`src/core/adc_ctl2_pkg.sv`:
```
// constants and state codes for the converter control-two block
// Operation
// - any write to control two aborts the running sequence
// - fast clear off: a complete flag clears only by writing one to it
// - fast clear on, compare off: reading result n clears flag n
// - fast clear on, compare on: writing result n clears flag n
// - stop entry with stop clock set switches to internal clock, sequence continues
// - internal clock rate ignores the prescaler; prescaler is bypassed
// - external triggers are ignored while in stop mode
// - a conversion spanning a run/stop change stores nothing, sets no flag
// - stop clock clear: sequence aborted at stop entry, restarted at exit
// - level/edge bit 4 and polarity bit 3 set trigger sensitivity
// - trigger enable bit 2 turns external triggering on or off
// - analog trigger source gets its digital input buffer enabled while trigger enable bit 2 is set
// - an enabled trigger starts a sequence on the qualifying event
// - control two is readable and writable at any time
// - sequence complete and compare events still raise interrupts in stop
// - sensitivity 00 falling, 01 rising, 10 low level, 11 high level
// - selector 0 picks channel 0-9 (above 9 is 9); 1 picks inputs 0-3
package adc_ctl2_pkg;
  localparam logic [7:0] OFS_CTL2  = 8'h02;
  localparam logic [7:0] OFS_TSRC  = 8'h10;
  localparam logic [7:0] OFS_FLAG  = 8'h11;
  localparam logic [7:0] OFS_COMPARE_ENABLE_PER_CONVERSION  = 8'h12;
  localparam logic [7:0] OFS_START = 8'h13;
  localparam logic [7:0] OFS_IST   = 8'h14;
  localparam logic [7:0] OFS_IMSK  = 8'h15;
  localparam logic [4:0] OFS_RES   = 5'h04;
  localparam int BIT_FAST_FLAG_CLEAR_ALL    = 6;
  localparam int BIT_STOP_MODE_INTERNAL_CLOCK_ENABLE = 5;
  localparam int BIT_TLE     = 4;
  localparam int BIT_TPOL    = 3;
  localparam int BIT_TEN     = 2;
  localparam int BIT_TSEL    = 4;
  localparam int IST_SEQ     = 0;
  localparam int IST_CMP     = 1;
  localparam logic [7:0] CTL2_RST   = 8'h00;
  localparam logic [7:0] CTL2_WMASK = 8'h7f;
  localparam logic [4:0] TSRC_RST   = 5'h00;
  localparam logic [7:0] REG_RST    = 8'h00;
  localparam logic [1:0] IST_RST    = 2'h0;
  localparam logic [3:0] LAST_CH    = 4'h9;
  localparam logic [3:0] NUM_TRIG   = 4'h4;
  localparam int NUM_CONV = 8;
  localparam int NUM_AN   = 10;
  localparam int NUM_PIN  = 15;
  typedef enum logic [2:0] {
    ST_IDLE = 3'b001,
    ST_RUN  = 3'b010,
    ST_PARK = 3'b100
  } seq_state_t;
endpackage

```
`src/core/adc_ctl2_core.sv`:
```
// control-two logic of the converter sequencer with its flags
//
// The implementer's own choice: the strobed register port.
`timescale 1ns/1ps
`default_nettype none
module adc_ctl2_core (
  // clock, reset, enable
  input  wire logic        I_CLOCK,
  input  wire logic        I_ARST_N,
  input  wire logic        I_CE,
  // register port
  input  wire logic [7:0]  I_ADDR,
  input  wire logic [7:0]  I_WDATA,
  input  wire logic        I_WR,
  input  wire logic        I_RD,
  output logic      [7:0]  O_RDATA,
  // pins
  input  wire logic        I_STOP,
  input  wire logic [9:0]  I_AN_DIG,
  input  wire logic [3:0]  I_TRIG_PIN,
  // converter engine
  input  wire logic        I_CONV_BEGIN,
  input  wire logic        I_CONV_DONE,
  input  wire logic [2:0]  I_CONV_IDX,
  input  wire logic [7:0]  I_CONV_DATA,
  input  wire logic        I_CMP_HIT,
  input  wire logic        I_SEQ_DONE,
  // sequencer control
  output logic             O_SEQ_START,
  output logic             O_SEQ_ABORT,
  output logic             O_SEQ_ACTIVE,
  output logic             O_INTERNAL_CONVERSION_CLOCK_SEL,
  output logic             O_PRESCALE_EN,
  output logic      [9:0]  O_DIG_BUF_EN,
  output logic             O_IRQ
);
  logic                       rst_m, rst_n;
  logic [14:0]                pin_m, pin_s;
  logic                       stop_s, stop_q, stop_rise, stop_fall;
  logic [9:0]                 an_s;
  logic [3:0]                 trig_s, tcode;
  logic [7:0]                 ctl2, compare_enable_per_conversion, ccf, ccf_set, ccf_clr;
  logic [4:0]                 tsrc;
  logic [1:0]                 ist, imsk, ist_set;
  logic [7:0]                 res [adc_ctl2_pkg::NUM_CONV];
  adc_ctl2_pkg::seq_state_t   state;
  logic                       wr_ctl2, rd_ctl2, wr_res, rd_res, sw_start;
  logic [2:0]                 ridx;
  logic                       span, span_now, src_lvl, src_ok, trig_prev;
  logic                       hit, trig_act, trig_fire;

  // reset release; runs free so that a held enable cannot mask reset
  always_ff @(posedge I_CLOCK or negedge I_ARST_N) begin
    if (!I_ARST_N) begin
      rst_m <= 1'b0;
      rst_n <= 1'b0;
    end else begin
      rst_m <= 1'b1;
      rst_n <= rst_m;
    end
  end

  // pin synchronisers; stop history reads only the second stage
  always_ff @(posedge I_CLOCK or negedge rst_n) begin
    if (!rst_n) begin
      pin_m  <= '0;
      pin_s  <= '0;
      stop_q <= 1'b0;
    end else if (I_CE) begin
      pin_m  <= {I_TRIG_PIN, I_AN_DIG, I_STOP};
      pin_s  <= pin_m;
      stop_q <= pin_s[0];
    end
  end
  assign stop_s = pin_s[0];
  assign an_s   = pin_s[10:1];
  assign trig_s = pin_s[14:11];
  assign stop_rise = stop_s & ~stop_q;
  assign stop_fall = ~stop_s & stop_q;

  // decode
  assign wr_ctl2  = I_WR & (I_ADDR == adc_ctl2_pkg::OFS_CTL2);
  assign rd_ctl2  = I_RD & (I_ADDR == adc_ctl2_pkg::OFS_CTL2);
  assign wr_res   = I_WR & (I_ADDR[7:3] == adc_ctl2_pkg::OFS_RES);
  assign rd_res   = I_RD & (I_ADDR[7:3] == adc_ctl2_pkg::OFS_RES);
  assign ridx     = I_ADDR[2:0];
  assign sw_start = I_WR & (I_ADDR == adc_ctl2_pkg::OFS_START);
  assign tcode    = tsrc[3:0];

  // configuration registers, writable in any mode
  always_ff @(posedge I_CLOCK or negedge rst_n) begin
    if (!rst_n) begin
      ctl2 <= adc_ctl2_pkg::CTL2_RST;
      tsrc <= adc_ctl2_pkg::TSRC_RST;
      compare_enable_per_conversion <= adc_ctl2_pkg::REG_RST;
      imsk <= adc_ctl2_pkg::IST_RST;
    end else if (I_CE && I_WR) begin
      if (I_ADDR == adc_ctl2_pkg::OFS_CTL2) begin
        ctl2 <= I_WDATA & adc_ctl2_pkg::CTL2_WMASK;
      end
      if (I_ADDR == adc_ctl2_pkg::OFS_TSRC) begin
        tsrc <= I_WDATA[4:0];
      end
      if (I_ADDR == adc_ctl2_pkg::OFS_COMPARE_ENABLE_PER_CONVERSION) begin
        compare_enable_per_conversion <= I_WDATA;
      end
      if (I_ADDR == adc_ctl2_pkg::OFS_IMSK) begin
        imsk <= I_WDATA[1:0];
      end
    end
  end
  // trigger source selection
  always_comb begin
    src_lvl = 1'b0;
    src_ok  = 1'b0;
    if (!tsrc[adc_ctl2_pkg::BIT_TSEL]) begin
      src_ok = 1'b1;
      if (tcode > adc_ctl2_pkg::LAST_CH) begin
        src_lvl = an_s[adc_ctl2_pkg::LAST_CH];
      end else begin
        src_lvl = an_s[tcode];
      end
    end else if (tcode < adc_ctl2_pkg::NUM_TRIG) begin
      src_ok  = 1'b1;
      src_lvl = trig_s[tcode[1:0]];
    end
  end

  // sensitivity decode
  always_comb begin
    if (ctl2[adc_ctl2_pkg::BIT_TLE]) begin
      hit = (src_lvl == ctl2[adc_ctl2_pkg::BIT_TPOL]);
    end else if (ctl2[adc_ctl2_pkg::BIT_TPOL]) begin
      hit = src_lvl & ~trig_prev;
    end else begin
      hit = ~src_lvl & trig_prev;
    end
  end

  always_ff @(posedge I_CLOCK or negedge rst_n) begin
    if (!rst_n) begin
      trig_prev <= 1'b0;
    end else if (I_CE) begin
      trig_prev <= src_lvl;
    end
  end

  // edges seen mid-sequence are dropped, not queued
  assign trig_act  = ctl2[adc_ctl2_pkg::BIT_TEN] & src_ok & ~stop_s;
  assign trig_fire = trig_act & hit & (state == adc_ctl2_pkg::ST_IDLE);

  // sequence control
  always_ff @(posedge I_CLOCK or negedge rst_n) begin
    if (!rst_n) begin
      state       <= adc_ctl2_pkg::ST_IDLE;
      O_SEQ_START <= 1'b0;
      O_SEQ_ABORT <= 1'b0;
    end else if (I_CE) begin
      O_SEQ_START <= 1'b0;
      O_SEQ_ABORT <= 1'b0;
      if (wr_ctl2) begin
        state       <= adc_ctl2_pkg::ST_IDLE;
        O_SEQ_ABORT <= (state != adc_ctl2_pkg::ST_IDLE);
      end else begin
        unique case (state)
          adc_ctl2_pkg::ST_IDLE: begin
            if (sw_start || trig_fire) begin
              state       <= adc_ctl2_pkg::ST_RUN;
              O_SEQ_START <= 1'b1;
            end
          end
          adc_ctl2_pkg::ST_RUN: begin
            if (stop_rise && !ctl2[adc_ctl2_pkg::BIT_STOP_MODE_INTERNAL_CLOCK_ENABLE]) begin
              state       <= adc_ctl2_pkg::ST_PARK;
              O_SEQ_ABORT <= 1'b1;
            end else if (I_SEQ_DONE) begin
              state <= adc_ctl2_pkg::ST_IDLE;
            end
          end
          adc_ctl2_pkg::ST_PARK: begin
            if (stop_fall) begin
              state       <= adc_ctl2_pkg::ST_RUN;
              O_SEQ_START <= 1'b1;
            end
          end
          default: begin
            state <= adc_ctl2_pkg::ST_IDLE;
          end
        endcase
      end
    end
  end
  assign O_SEQ_ACTIVE = (state == adc_ctl2_pkg::ST_RUN);

  // clock source; software must wait out recovery after stop exit
  always_ff @(posedge I_CLOCK or negedge rst_n) begin
    if (!rst_n) begin
      O_INTERNAL_CONVERSION_CLOCK_SEL    <= 1'b0;
      O_PRESCALE_EN <= 1'b1;
      O_DIG_BUF_EN  <= '0;
    end else if (I_CE) begin
      O_INTERNAL_CONVERSION_CLOCK_SEL    <= stop_s & ctl2[adc_ctl2_pkg::BIT_STOP_MODE_INTERNAL_CLOCK_ENABLE];
      O_PRESCALE_EN <= ~(stop_s & ctl2[adc_ctl2_pkg::BIT_STOP_MODE_INTERNAL_CLOCK_ENABLE]);
      O_DIG_BUF_EN  <= '0;
      if (ctl2[adc_ctl2_pkg::BIT_TEN] && !tsrc[adc_ctl2_pkg::BIT_TSEL]) begin
        if (tcode > adc_ctl2_pkg::LAST_CH) begin
          O_DIG_BUF_EN[adc_ctl2_pkg::LAST_CH] <= 1'b1;
        end else begin
          O_DIG_BUF_EN[tcode] <= 1'b1;
        end
      end
    end
  end

  // a run/stop change during a conversion spoils that conversion
  always_ff @(posedge I_CLOCK or negedge rst_n) begin
    if (!rst_n) begin
      span <= 1'b0;
    end else if (I_CE) begin
      if (I_CONV_BEGIN || I_CONV_DONE) begin
        span <= I_CONV_BEGIN & (stop_rise | stop_fall);
      end else if (stop_rise || stop_fall) begin
        span <= 1'b1;
      end
    end
  end
  assign span_now = span | stop_rise | stop_fall;

  // complete flags: set beats clear
  always_comb begin
    ccf_set = '0;
    ccf_clr = '0;
    if (I_CONV_DONE && !span_now) begin
      ccf_set[I_CONV_IDX] = ~compare_enable_per_conversion[I_CONV_IDX] | I_CMP_HIT;
    end
    if (I_WR && I_ADDR == adc_ctl2_pkg::OFS_FLAG &&
        !ctl2[adc_ctl2_pkg::BIT_FAST_FLAG_CLEAR_ALL]) begin
      ccf_clr = I_WDATA;
    end
    if (ctl2[adc_ctl2_pkg::BIT_FAST_FLAG_CLEAR_ALL]) begin
      if (rd_res && !compare_enable_per_conversion[ridx]) begin
        ccf_clr[ridx] = 1'b1;
      end
      if (wr_res && compare_enable_per_conversion[ridx]) begin
        ccf_clr[ridx] = 1'b1;
      end
    end
  end

  always_ff @(posedge I_CLOCK or negedge rst_n) begin
    if (!rst_n) begin
      ccf <= adc_ctl2_pkg::REG_RST;
    end else if (I_CE) begin
      ccf <= (ccf & ~ccf_clr) | ccf_set;
    end
  end

  // results; a write in compare mode loads the compare reference
  always_ff @(posedge I_CLOCK) begin
    if (I_CE && rst_n) begin
      if (I_CONV_DONE && !span_now) begin
        res[I_CONV_IDX] <= I_CONV_DATA;
      end else if (wr_res && compare_enable_per_conversion[ridx]) begin
        res[ridx] <= I_WDATA;
      end
    end
  end

  // interrupt status, write one to clear, set wins
  always_comb begin
    ist_set = '0;
    ist_set[adc_ctl2_pkg::IST_SEQ] = I_SEQ_DONE &&
                                     state == adc_ctl2_pkg::ST_RUN;
    ist_set[adc_ctl2_pkg::IST_CMP] = |(ccf_set & compare_enable_per_conversion);
  end

  always_ff @(posedge I_CLOCK or negedge rst_n) begin
    if (!rst_n) begin
      ist   <= adc_ctl2_pkg::IST_RST;
      O_IRQ <= 1'b0;
    end else if (I_CE) begin
      if (I_WR && I_ADDR == adc_ctl2_pkg::OFS_IST) begin
        ist <= (ist & ~I_WDATA[1:0]) | ist_set;
      end else begin
        ist <= ist | ist_set;
      end
      O_IRQ <= |(ist & imsk);
    end
  end

  // read port; data stand only in the cycle after the strobe
  always_ff @(posedge I_CLOCK or negedge rst_n) begin
    if (!rst_n) begin
      O_RDATA <= '0;
    end else if (I_CE) begin
      O_RDATA <= '0;
      if (rd_res) begin
        O_RDATA <= res[ridx];
      end else if (I_RD) begin
        unique case (I_ADDR)
          adc_ctl2_pkg::OFS_CTL2:  O_RDATA <= {1'b0, ctl2[6:0]};
          adc_ctl2_pkg::OFS_TSRC:  O_RDATA <= {3'h0, tsrc};
          adc_ctl2_pkg::OFS_FLAG:  O_RDATA <= ccf;
          adc_ctl2_pkg::OFS_COMPARE_ENABLE_PER_CONVERSION:  O_RDATA <= compare_enable_per_conversion;
          adc_ctl2_pkg::OFS_IST:   O_RDATA <= {6'h00, ist};
          adc_ctl2_pkg::OFS_IMSK:  O_RDATA <= {6'h00, imsk};
          default:                 O_RDATA <= '0;
        endcase
      end
    end
  end
endmodule
`default_nettype wire

```
`config.mk`:
```
export PLATFORM = sky130hd
export DESIGN_NAME = adc_ctl2_core
export DESIGN_NICKNAME = d
export VERILOG_FILES = /design/src/core/adc_ctl2_pkg.sv /design/src/core/adc_ctl2_core.sv
export SDC_FILE = /design/constraint.sdc
export NUM_CORES = 1
export LEC_CHECK = 0
export ABC_AREA = 1
export BUFFER_PORTS_ARGS = -buffer_cell sky130_fd_sc_hd__buf_2
export CORE_MARGIN = 2
export CORE_UTILIZATION = 45
export CTS_BUF_LIST = sky130_fd_sc_hd__clkbuf_4 sky130_fd_sc_hd__clkbuf_8 sky130_fd_sc_hd__clkbuf_16
export DETAILED_ROUTE_END_ITERATION = 12
export MAX_ROUTING_LAYER = met4
export PLACE_DENSITY = 0.61
export SYNTH_ARGS = -nofsm -noshare
export SYNTH_HDL_FRONTEND = slang
export SYNTH_SLANG_ARGS = --single-unit
export TNS_END_PERCENT = 100
```
`constraint.sdc`:
```
create_clock -name I_CLOCK -period 3.1 [get_ports I_CLOCK]
set_input_delay 0.155 -clock I_CLOCK [delete_from_list [all_inputs] [get_ports I_CLOCK]]
set_output_delay 0.155 -clock I_CLOCK [all_outputs]
set_load 0.03 [all_outputs]
```
==> results.md, run 1 <==
* Largest family of logic cells by synthesized area: simple AND/OR/NAND/NOR gates
* Dpl ws at between 300 and 400 ps
* Count of final hold-check violations at 0
* Slew headroom at 0.345
* Clock sink count at about 160
* Post-synthesis sequential area ratio at 0.598
* Area growth syn-to-layout at 19.9%
* Switching fraction of total power at 0.276
* RSZ-0062 raised after global routing: false
* Drt pass-1 iters at 5
* Overflow after GRT at 0
* Crit. End Element: flop
* Simple-gate share of the synthesized area at 0.207
* Critical Path Fanout Max at 21
* Complex-gate fraction of the synthesized area at 0.132
* Worst path max stage delay at around 550 ps
* Logic pwr share at 0.114
* Detailed Route Iter0 Violations at 484
* NetSw at 1.38 mW
* PortBufs at 74
* HPWL Detailed at 14.5 mm
* #FFs+latches synth at ~160
* Slowest-stage cell, CP: nor2_1
* Measured slew at the worst slew-check pin at a little under 1000 ps
* H-tree level count at 4
* Die width at 130 um
* Synth Warn # at 0
* Crit path time final at approximately 2700 ps
* Row count at 45
* PwrDens at about 590 mW/mm^2
* Setup TNS at 0 ps
* First-pass GRT wire length at approximately 32 mm
* Ys async rst share at 0.592
* Mapped Area at 0.00711 mm^2
* Max Root-Sink Buffers at 2
* Final setup viols at 0
* Worst-Skew Late Latency at roughly 420 ps
* Power share of the sequential group at 0.476
* Period Utilization, post-route at 0.886
* Syn Nets at 825
* Vias at about 6,000
* Largest cells by area after synthesis: dfrtp_1 (32%), edfxtp_1 (27%), nand2_1 (13%)
* Post-synthesis cell type count at 44
* Worst-path clk slew at approximately 60 ps
* Worst Skew at a little over 10 ps
* Clock share of power at 0.410
* Cell Area, Placed at just under 0.008 mm^2
* Mux cell area share after synthesis at 0
* Post-CTS Setup Bufs at 0
* Cts bufs inserted at 17
* Most common cell in the netlist: nand2_1
* Number of max-cap violations at 0
* Crit start category: flop
* Aggregate global-route resource usage at 0.259
* Largest net degree at the start of global routing at 70
* Most used DFF post-synth: dfrtp_1
* Initial Util at 0.464
* Final #Nets at slightly above 900
* CP cell instances: ha_1 > nor4_1 > buf_4 > nor2_1 > nand2_2 > or2_1 > nand3_1 > nor2_1
* Routability Congestion at approximately 0.93
* Antenna Cells at 0
* Core ar. at ~0.015 mm^2
* Fmax achieved at 364 MHz
* CTS tree: done
* Worst VDD drop at 0.453 mV
* Fin Hold WS at roughly 55 ps
* DRC viols at 0
* Synth Instances at ~770
* Ratio of cells with drive above 1 in the final layout at 0.173
* Avg WL per Cell at roughly 18 um
* Most frequent CP cell: nor2_1
* Outcome: finished, final reports clean
* Final Power at roughly 5 mW
* Worst hold path class: in -> async
* Max Slew Vio Count at 0
* Crit path kind: reg -> reg
* Post-synthesis adder-cell area fraction at 0.00352
* Fillers at around 1,400
* WP data required at 3150 ps
* Leakage at about 3.7 nW
* Internal at roughly 3.6 mW
* Die footprint at 0.0168 mm^2
* XOR/XNOR share of the synthesized area at 0
* Final WL at about 20 mm
* EDFF count, synth at 64
* Initial antenna violation count at 0
* Post-synth top area share at 0.320
* Vias in the first global route at between 5,000 and 6,000
* Die H at between 100 and 150 um
* Post-Syn Area per Cell at just over 9 um^2
* Final Cell Area at 0.00852 mm^2
* Post-synth top cells: nand2_1 (239), dfrtp_1 (91), o21ai_0 (77)
* Clock tree root driver cell: clkbuf_16
* Largest area contributor in the netlist: dfrtp_1
* Worst EP arrival at between 2000 and 3000 ps
* Vias per cell at 5.44
* Worst setup slack after layout at approximately 350 ps
* I/O Pins at 75
* Antenna Nets Post-Route at 0
[metal layers]
| metal | share of wire | wire [um] | track usage | vias up |
|---|---|---|---|---|
| met5 | 0 | 0 | - | - |
| li1 | - | - | - | 2814 |
| met1 | 0.43 | 8660 | 0.330 | 2950 |
| met4 | 0.021 | 426 | 0.0759 | 0 |
| met3 | 0.046 | 916 | 0.0442 | 28 |
| met2 | 0.50 | 10000 | 0.427 | 191 |
[critical path, delay by kind of cell (launching register included)]
kind | cells | cell delay [ps]
fa+ha+maj | 1 | 240
flops | 1 | 410
simple gates | 6 | 1530
buf+inv | 1 | 190
[cells by family (layout without fill, tap and decap cells)]
| kind of cell | Yosys count | after routing |
|---|---|---|
| AOI/OAI and AO/OA | 156 | 156 |
| other | 1 | 1 |
| DFF | 157 | 157 |
| and+or+nand+nor | 355 | 355 |
| buffers and inverters | 101 | 218 |
| adders and majority gates | 2 | 2 |
[what timing repair did]
item | CTS | global route
gates resized for setup | 0 | 0
setup endpoints to repair | 0 | 0
endpoints found under the hold margin | 17 | 0
hold buffers | 16 | 0
[sequential cells by signal, indices dropped and copies added (netlist names)]
| register | count |
|---|---|
| O_PRESCALE_EN | 1 |
| O_SEQ_ABORT | 1 |
| span | 1 |
| O_RDATA | 8 |
| O_DIG_BUF_EN | 10 |
| ist | 2 |
| imsk | 2 |
| O_IRQ | 1 |
| tsrc | 5 |
| res | 64 |
| state | 3 |
| compare_enable_per_conversion | 8 |
| ctl2 | 7 |
| O_SEQ_START | 1 |
| pin_m | 15 |
| stop_q | 1 |
| O_INTERNAL_CONVERSION_CLOCK_SEL | 1 |
| rst_m | 1 |
| trig_prev | 1 |
| rst_n | 1 |
| pin_s | 15 |
| ccf | 8 |
[per-stage QoR]
step,cells,utilization
6_report,1100,0.556
5_1_grt,1100,0.556
4_1_cts,1100,0.556
3_5_place_dp,1052,0.508
3_3_place_gp,1052,0.508
2_1_floorplan,772,-
[cell usage in the layout (no fill, tap or decap), types with 16 or more instances in the layout]
master         count
nor2_1            43
nand3_1           42
nand2_1          239
dlygate4sd3_1     16
edfxtp_1          64
o21ai_0           77
buf_2             74
clkbuf_16         17
buf_4             22
a22oi_1           22
inv_1             65
dfrtp_1           90
[layout make-up]
class | instances | area, um^2 | share of cell area
well taps | 211 | 264 | 0.0310
multi-input cells | 514 | 2440 | 0.287
clock inverters | 15 | 155 | 0.0182
repair buffers | 112 | 696 | 0.0817
inverters | 74 | 278 | 0.0326
flip-flops and latches | 157 | 4260 | 0.500
clock buffers | 17 | 425 | 0.0499
[power groups by stage]
| stage | clock (mW) | combinational, mW | sequential (mW) |
|---|---|---|---|
| 2_1_floorplan | 0 | 0.315 | 2.43 |
| 3_3_place_gp | 0 | 0.535 | 2.41 |
| 3_5_place_dp | 0 | 0.552 | 2.42 |
| 4_1_cts | 2.08 | 0.569 | 2.38 |
| 5_1_grt | 2.18 | 0.639 | 2.39 |
| 6_report | 2.05 | 0.570 | 2.38 |
[path summary, 6_finish.rpt]
check | from | endpoint | slack [ps] | cells past startpoint
worst max register to register | pin_s[0]$_DFFE_PN0P_ | res[1][6]$_DFFE_PP_ | 350 | 8
max in group asynchronous | rst_n$_DFF_PN0_ | ccf[7]$_DFFE_PN0P_ | 1580 | 2
min in group I_CLOCK | I_WDATA[7] | compare_enable_per_conversion[7]$_DFFE_PN0P_ | 60 | 3
worst min register to register | rst_m$_DFF_PN0_ | rst_n$_DFF_PN0_ | 350 | 0
worst max-delay path | pin_s[0]$_DFFE_PN0P_ | res[1][6]$_DFFE_PP_ | 350 | 8
worst min-delay path | I_ARST_N | rst_n$_DFF_PN0_ | 60 | 2
Power figures use the tool's default switching activity.
==> run 2: changes to the inputs <==
clock period = 3.2 ns   (was 3.1 ns; I/O delays follow)
==> run 2 against run 1 <==
Critical path depth is the same. Die area stayed put. Register-to-register slack about the same. Total power fell by 0.46%. Combinational power decreased by 4.4%. First-iteration DRC count up 6.4%. Clock power is 4% higher. Core utilization increased by 0.13 points. Critical path type unchanged. Worst hold slack got worse by 14 ps. Clock skew increased by 1.4 ps. Via count shrank 0.84%.
==> results.md, run 2 (synthesis results as in run 1) <==
* Worst VDD drop at around 0.38 mV
* Area growth syn-to-layout at 20.1%
* Crit path time final at 2850 ps
* Crit. End Element: flop
* Worst setup slack after layout at between 300 and 400 ps
* Avg WL per Cell at around 18 um
* I/O Pins at 75
* Worst-Skew Late Latency at about 430 ps
* Top flop regs: res x64, pin_m x15, pin_s x15
* Vias at approximately 5,900
* Gates resized, CTS repair at 0
* CTS tree: done
* Cts bufs inserted at 17
* DRC viols at 0
* R2R depth at 8
* Worst EP arrival at just under 3000 ps
* Initial antenna violation count at 0
* Max Root-Sink Buffers at 2
* Most frequent CP cell: nor2_1
* Setup TNS at 0 ps
* Core ar. at between 0.015 and 0.02 mm^2
* Highest-count cells in the layout ignoring fill and taps: nand2_1 (239), dfrtp_1 (90), o21ai_0 (77)
* Aggregate global-route resource usage at 0.258
* Final core occ at 0.557
* Clock tree root driver cell: clkbuf_16
* Final setup viols at 0
* Final #Nets at ~930
* Post-CTS Setup Bufs at 0
* CP cell instances: ha_1 > nor4_1 > buf_4 > nor2_1 > nand2_2 > or2_1 > nand3_1 > nor2_1
* Max reg flops at 64
* Slowest-stage cell, CP: nor2_1
* Measured slew at the worst slew-check pin at around 800 ps
* HPWL Detailed at approximately 15 mm
* Routability Congestion at approximately 0.94
* Critical Path End: res[5][4]$_DFFE_PP_
* Final Cell Area at around 0.0085 mm^2
* Row count at 45
* R2R Path End: res[5][4]$_DFFE_PP_
* Cell Area, Placed at approximately 0.0078 mm^2
* Die H at around 130 um
* Vias per cell at roughly 5.4
* # hold bufs at CTS at 16
* PwrDens at just under 600 mW/mm^2
* Drt pass-1 iters at 7
* H-tree level count at 4
* Overflow after GRT at 0
* Die width at 130 um
* Dpl ws at approximately 380 ps
* Slew headroom at 0.456
* Critical Path Fanout Max at 21
* Largest register by flop count: res
* Worst-path clk slew at around 70 ps
* Number of max-cap violations at 0
* Leakage at between 3 and 4 nW
* Fmax achieved at about 350 MHz
* Ratio of cells with drive above 1 in the final layout at 0.171
* Worst hold path class: in -> async
* Max Slew Vio Count at 0
* R2r startpoint: pin_s[0]$_DFFE_PN0P_
* Antenna Nets Post-Route at 0
* RSZ-0062 raised after global routing: false
* Die footprint at ~0.017 mm^2
* PortBufs at 74
* First-pass GRT wire length at approximately 31 mm
* Clock sink count at 157
* Crit path kind: reg -> reg
* WP data required at around 3300 ps
* Crit start category: flop
* Worst path max stage delay at about 560 ps
* FF-to-FF setup slack at about 350 ps
* Outcome: finished, final reports clean
* Largest net degree at the start of global routing at 71
* Worst Skew at roughly 12 ps
* Commonest non-fill, non-tap cell in the layout: nand2_1
* Final WL at roughly 20 mm
* Antenna Cells at 0
* Period Utilization, post-route at 0.890
* Detailed Route Iter0 Violations at 515
* Crit path launch: pin_s[0]$_DFFE_PN0P_
* Count of final hold-check violations at 0
* Initial Util at 0.464
* Vias in the first global route at 5,736
==> run 2: worst min path at each step <==
stage / to / cells after the start / from / slack [ps]
6_report: rst_n$_DFF_PN0_ / 2 / I_ARST_N / 40
5_1_grt: rst_n$_DFF_PN0_ / 2 / I_ARST_N / 20
4_1_cts: rst_n$_DFF_PN0_ / 2 / I_ARST_N / 20
3_5_place_dp: rst_m$_DFF_PN0_ / 1 / I_ARST_N / -50
3_3_place_gp: rst_m$_DFF_PN0_ / 1 / I_ARST_N / -60
2_1_floorplan: rst_m$_DFF_PN0_ / 0 / I_ARST_N / -140
==> run 2: power breakdown <==
part / leakage (nW) / total, mW / internal, mW / switching (mW)
sequential: 1.76 / 2.30 / 2.22 / 0.0799
clock: 0.306 / 2.13 / 1.20 / 0.932
combinational: 1.68 / 0.545 / 0.181 / 0.364
==> run 2: area by class of cell <==
class,count,area (um^2)
clock buffer,17,425
fill,1409,6780
multi-input combinational,514,2440
inverter,74,278
timing repair buffer,110,681
clock inverter,15,190
sequential,157,4260
tap,211,264
==> run 2: stage by stage <==
| stage | hold slack [ps] | total power [mW] | cells |
|---|---|---|---|
| detailed placement | -54.6 | 2.87 | 1050 |
| floorplan | -136 | 2.66 | 772 |
| finish | 41.4 | 4.97 | 1098 |
| CTS | 24.5 | 5.00 | 1098 |
| global placement | -55.2 | 2.85 | 1050 |
| global route | 19.2 | 5.17 | 1098 |
==> run 2: critical path: cells and delay by family, from the launching register on <==
family	cells	cell delay (ps)
fa+ha+maj	1	240
simple gates	6	1630
flops	1	410
buf+inv	1	200
==> run 2: routing by layer <==
layer	GRT usage	part of all wire	up-vias	wire, um
met5	-	0	-	0
met4	0.101	0.031	0	622
met3	0.0533	0.048	48	960
met2	0.418	0.49	226	9860
met1	0.320	0.43	2839	8690
li1	-	-	2820	-
==> run 3: changes to the inputs <==
CTS_BUF_LIST = sky130_fd_sc_hd__clkbuf_8   (was sky130_fd_sc_hd__clkbuf_4 sky130_fd_sc_hd__clkbuf_8 sky130_fd_sc_hd__clkbuf_16)
SLEW_MARGIN = 25   (was default)
==> run 3 against run 2 <==
Flip-flop and latch count stayed put. Worst hold slack worse by 15 ps. Combinational power up 1%. Sequential share of layout area increased by 1.0 points. Global-route usage down 0.31 points. Critical path type unchanged. Highest routed layer unchanged.
==> results.md, run 3 (synthesis results as in run 1) <==
* Antenna Nets Post-Route at 0
* Vias in the first global route at approximately 5,700
* PwrDens at ~530 mW/mm^2
* Outcome: finished, final reports clean
* Setup TNS at 0 ps
* Most frequent CP cell: nand2_1
* Logic pwr share at 0.124
* Crit path time final at around 2800 ps
* Cts bufs inserted at 17
* Detailed Route Iter0 Violations at between 500 and 600
* Worst VDD drop at around 0.43 mV
* Clock sink count at 157
* Final setup viols at 0
* Vias at 5,928
* Drt pass-1 iters at 5
* Vias per cell at 5.39
* Number of max-cap violations at 0
* Worst path buffer plus inverter count at 1
* Leakage at about 3.7 nW
* Slew headroom at 0.466
* Initial Util at 0.464
* Routability Congestion at 0.940
* HPWL Detailed at 14.8 mm
* Aggregate global-route resource usage at 0.255
* Measured slew at the worst slew-check pin at ~800 ps
* Largest delay share family, worst path: simple AND/OR/NAND/NOR gates
* PortBufs at 74
* H-tree level count at 4
* Critical Path Fanout Max at 21
* Area growth syn-to-layout at 17.7%
* Overflow after GRT at 0
* RSZ-0062 raised after global routing: false
* Row count at 45
* Worst EP arrival at ~3000 ps
* Max Slew Vio Count at 0
* Top flop regs: res x64, pin_m x15, pin_s x15
* Worst Skew at roughly 17 ps
* NetSw at around 1.3 mW
* Worst-Skew Late Latency at about 470 ps
* Core ar. at about 0.015 mm^2
* Largest register by flop count: res
* Commonest non-fill, non-tap cell in the layout: nand2_1
* CTS tree: done
* WP data required at 3300 ps
* Post-CTS Setup Bufs at 0
* Slowest-stage cell, CP: nor2_1
* Power share of the sequential group at 0.517
* Switching fraction of total power at 0.294
* Final WL at ~20 mm
* Crit path kind: reg -> reg
* Ratio of cells with drive above 1 in the final layout at 0.171
* Initial antenna violation count at 0
* Worst-path clk slew at 100 ps
* Die footprint at about 0.017 mm^2
* Final #Nets at between 900 and 1,000
* CP cell instances: ha_1 > nor4_1 > buf_4 > nor2_1 > nand2_2 > nand2_1 > nand2_1 > nand2_1 > nor2_1
* Internal at roughly 3.1 mW
* First-pass GRT wire length at around 31 mm
* Clock tree root driver cell: clkbuf_8
* Cell Area, Placed at 0.00776 mm^2
* Period Utilization, post-route at 0.890
* I/O Pins at 75
* DRC viols at 0
* Crit start category: flop
* Worst hold path class: in -> reg
* Max reg flops at 64
* Antenna Cells at 0
* Worst path max stage delay at just over 600 ps
* Crit. End Element: flop
* Count of final hold-check violations at 0
* Die H at 130 um
* Final Cell Area at 0.00837 mm^2
* Highest-count cells in the layout ignoring fill and taps: nand2_1 (239), dfrtp_1 (90), o21ai_0 (77)
* Largest net degree at the start of global routing at between 70 and 80
* Clock share of power at 0.360
* Die width at 130 um
* Fmax achieved at ~350 MHz
* Max Root-Sink Buffers at 2
* Avg WL per Cell at between 15 and 20 um
[run 3: timing repair]
item | 4_1_cts | 5_1_grt
hold buffers | 18 | 0
endpoints found under the setup margin | 0 | 0
resized for setup | 0 | 0
hold endpoints to repair | 18 | 0
[run 3: path summary, 6_finish.rpt]
| check | endpoint | from | cells after the start | slack, ps |
|---|---|---|---|---|
| min reg2reg | rst_n$_DFF_PN0_ | rst_m$_DFF_PN0_ | 0 | 360 |
| max in group asynchronous | imsk[1]$_DFFE_PN0P_ | rst_n$_DFF_PN0_ | 2 | 1700 |
| max reg2reg | res[4][6]$_DFFE_PP_ | pin_s[0]$_DFFE_PN0P_ | 9 | 350 |
| min in group asynchronous | pin_m[8]$_DFFE_PN0P_ | rst_n$_DFF_PN0_ | 1 | 380 |
| max | res[4][6]$_DFFE_PP_ | pin_s[0]$_DFFE_PN0P_ | 9 | 350 |
| min | compare_enable_per_conversion[7]$_DFFE_PN0P_ | I_WDATA[7] | 3 | 30 |
[run 3: power groups by stage]
stage / clock (mW) / combinational, mW / sequential (mW)
6_report: 1.60 / 0.551 / 2.30
2_1_floorplan: 0 / 0.305 / 2.36
3_5_place_dp: 0 / 0.531 / 2.34
5_1_grt: 1.71 / 0.618 / 2.31
3_3_place_gp: 0 / 0.517 / 2.33
4_1_cts: 1.62 / 0.552 / 2.30
[run 3: layout make-up]
cell class | instances | area (um^2)
Inverter | 74 | 278
Sequential cell | 157 | 4260
Timing Repair Buffer | 112 | 701
Clock inverter | 15 | 190
Fill cell | 1421 | 6950
Tap cell | 211 | 264
Clock buffer | 17 | 234
Multi-Input combinational cell | 514 | 2440
[run 3: stage by stage]
stage	hold WS, ps	util	cells	total power, mW	setup slack (ps)
5_1_grt	20.4	0.546	1100	4.64	173
6_report	25.9	0.546	1100	4.45	353
2_1_floorplan	-136	-	772	2.66	224
3_3_place_gp	-55.2	0.507	1050	2.85	537
4_1_cts	12.4	0.546	1100	4.47	361
3_5_place_dp	-54.6	0.507	1050	2.87	382
[run 3: routing by layer]
layer | GRT usage | part of all wire | vias to the layer above
met3 | 0.0590 | 0.056 | 50
met2 | 0.409 | 0.49 | 223
met4 | 0.0968 | 0.033 | 0
met5 | - | 0 | -
met1 | 0.316 | 0.42 | 2833
li1 | - | - | 2822
[run 3: worst reg2reg max path: stages, from the launching register on]
cell     delay (ps)
dfrtp_1         420
ha_1            240
nor4_1          390
buf_4           200
nor2_1           60
nand2_2         270
nand2_1         120
nand2_1          90
nand2_1         100
nor2_1          610
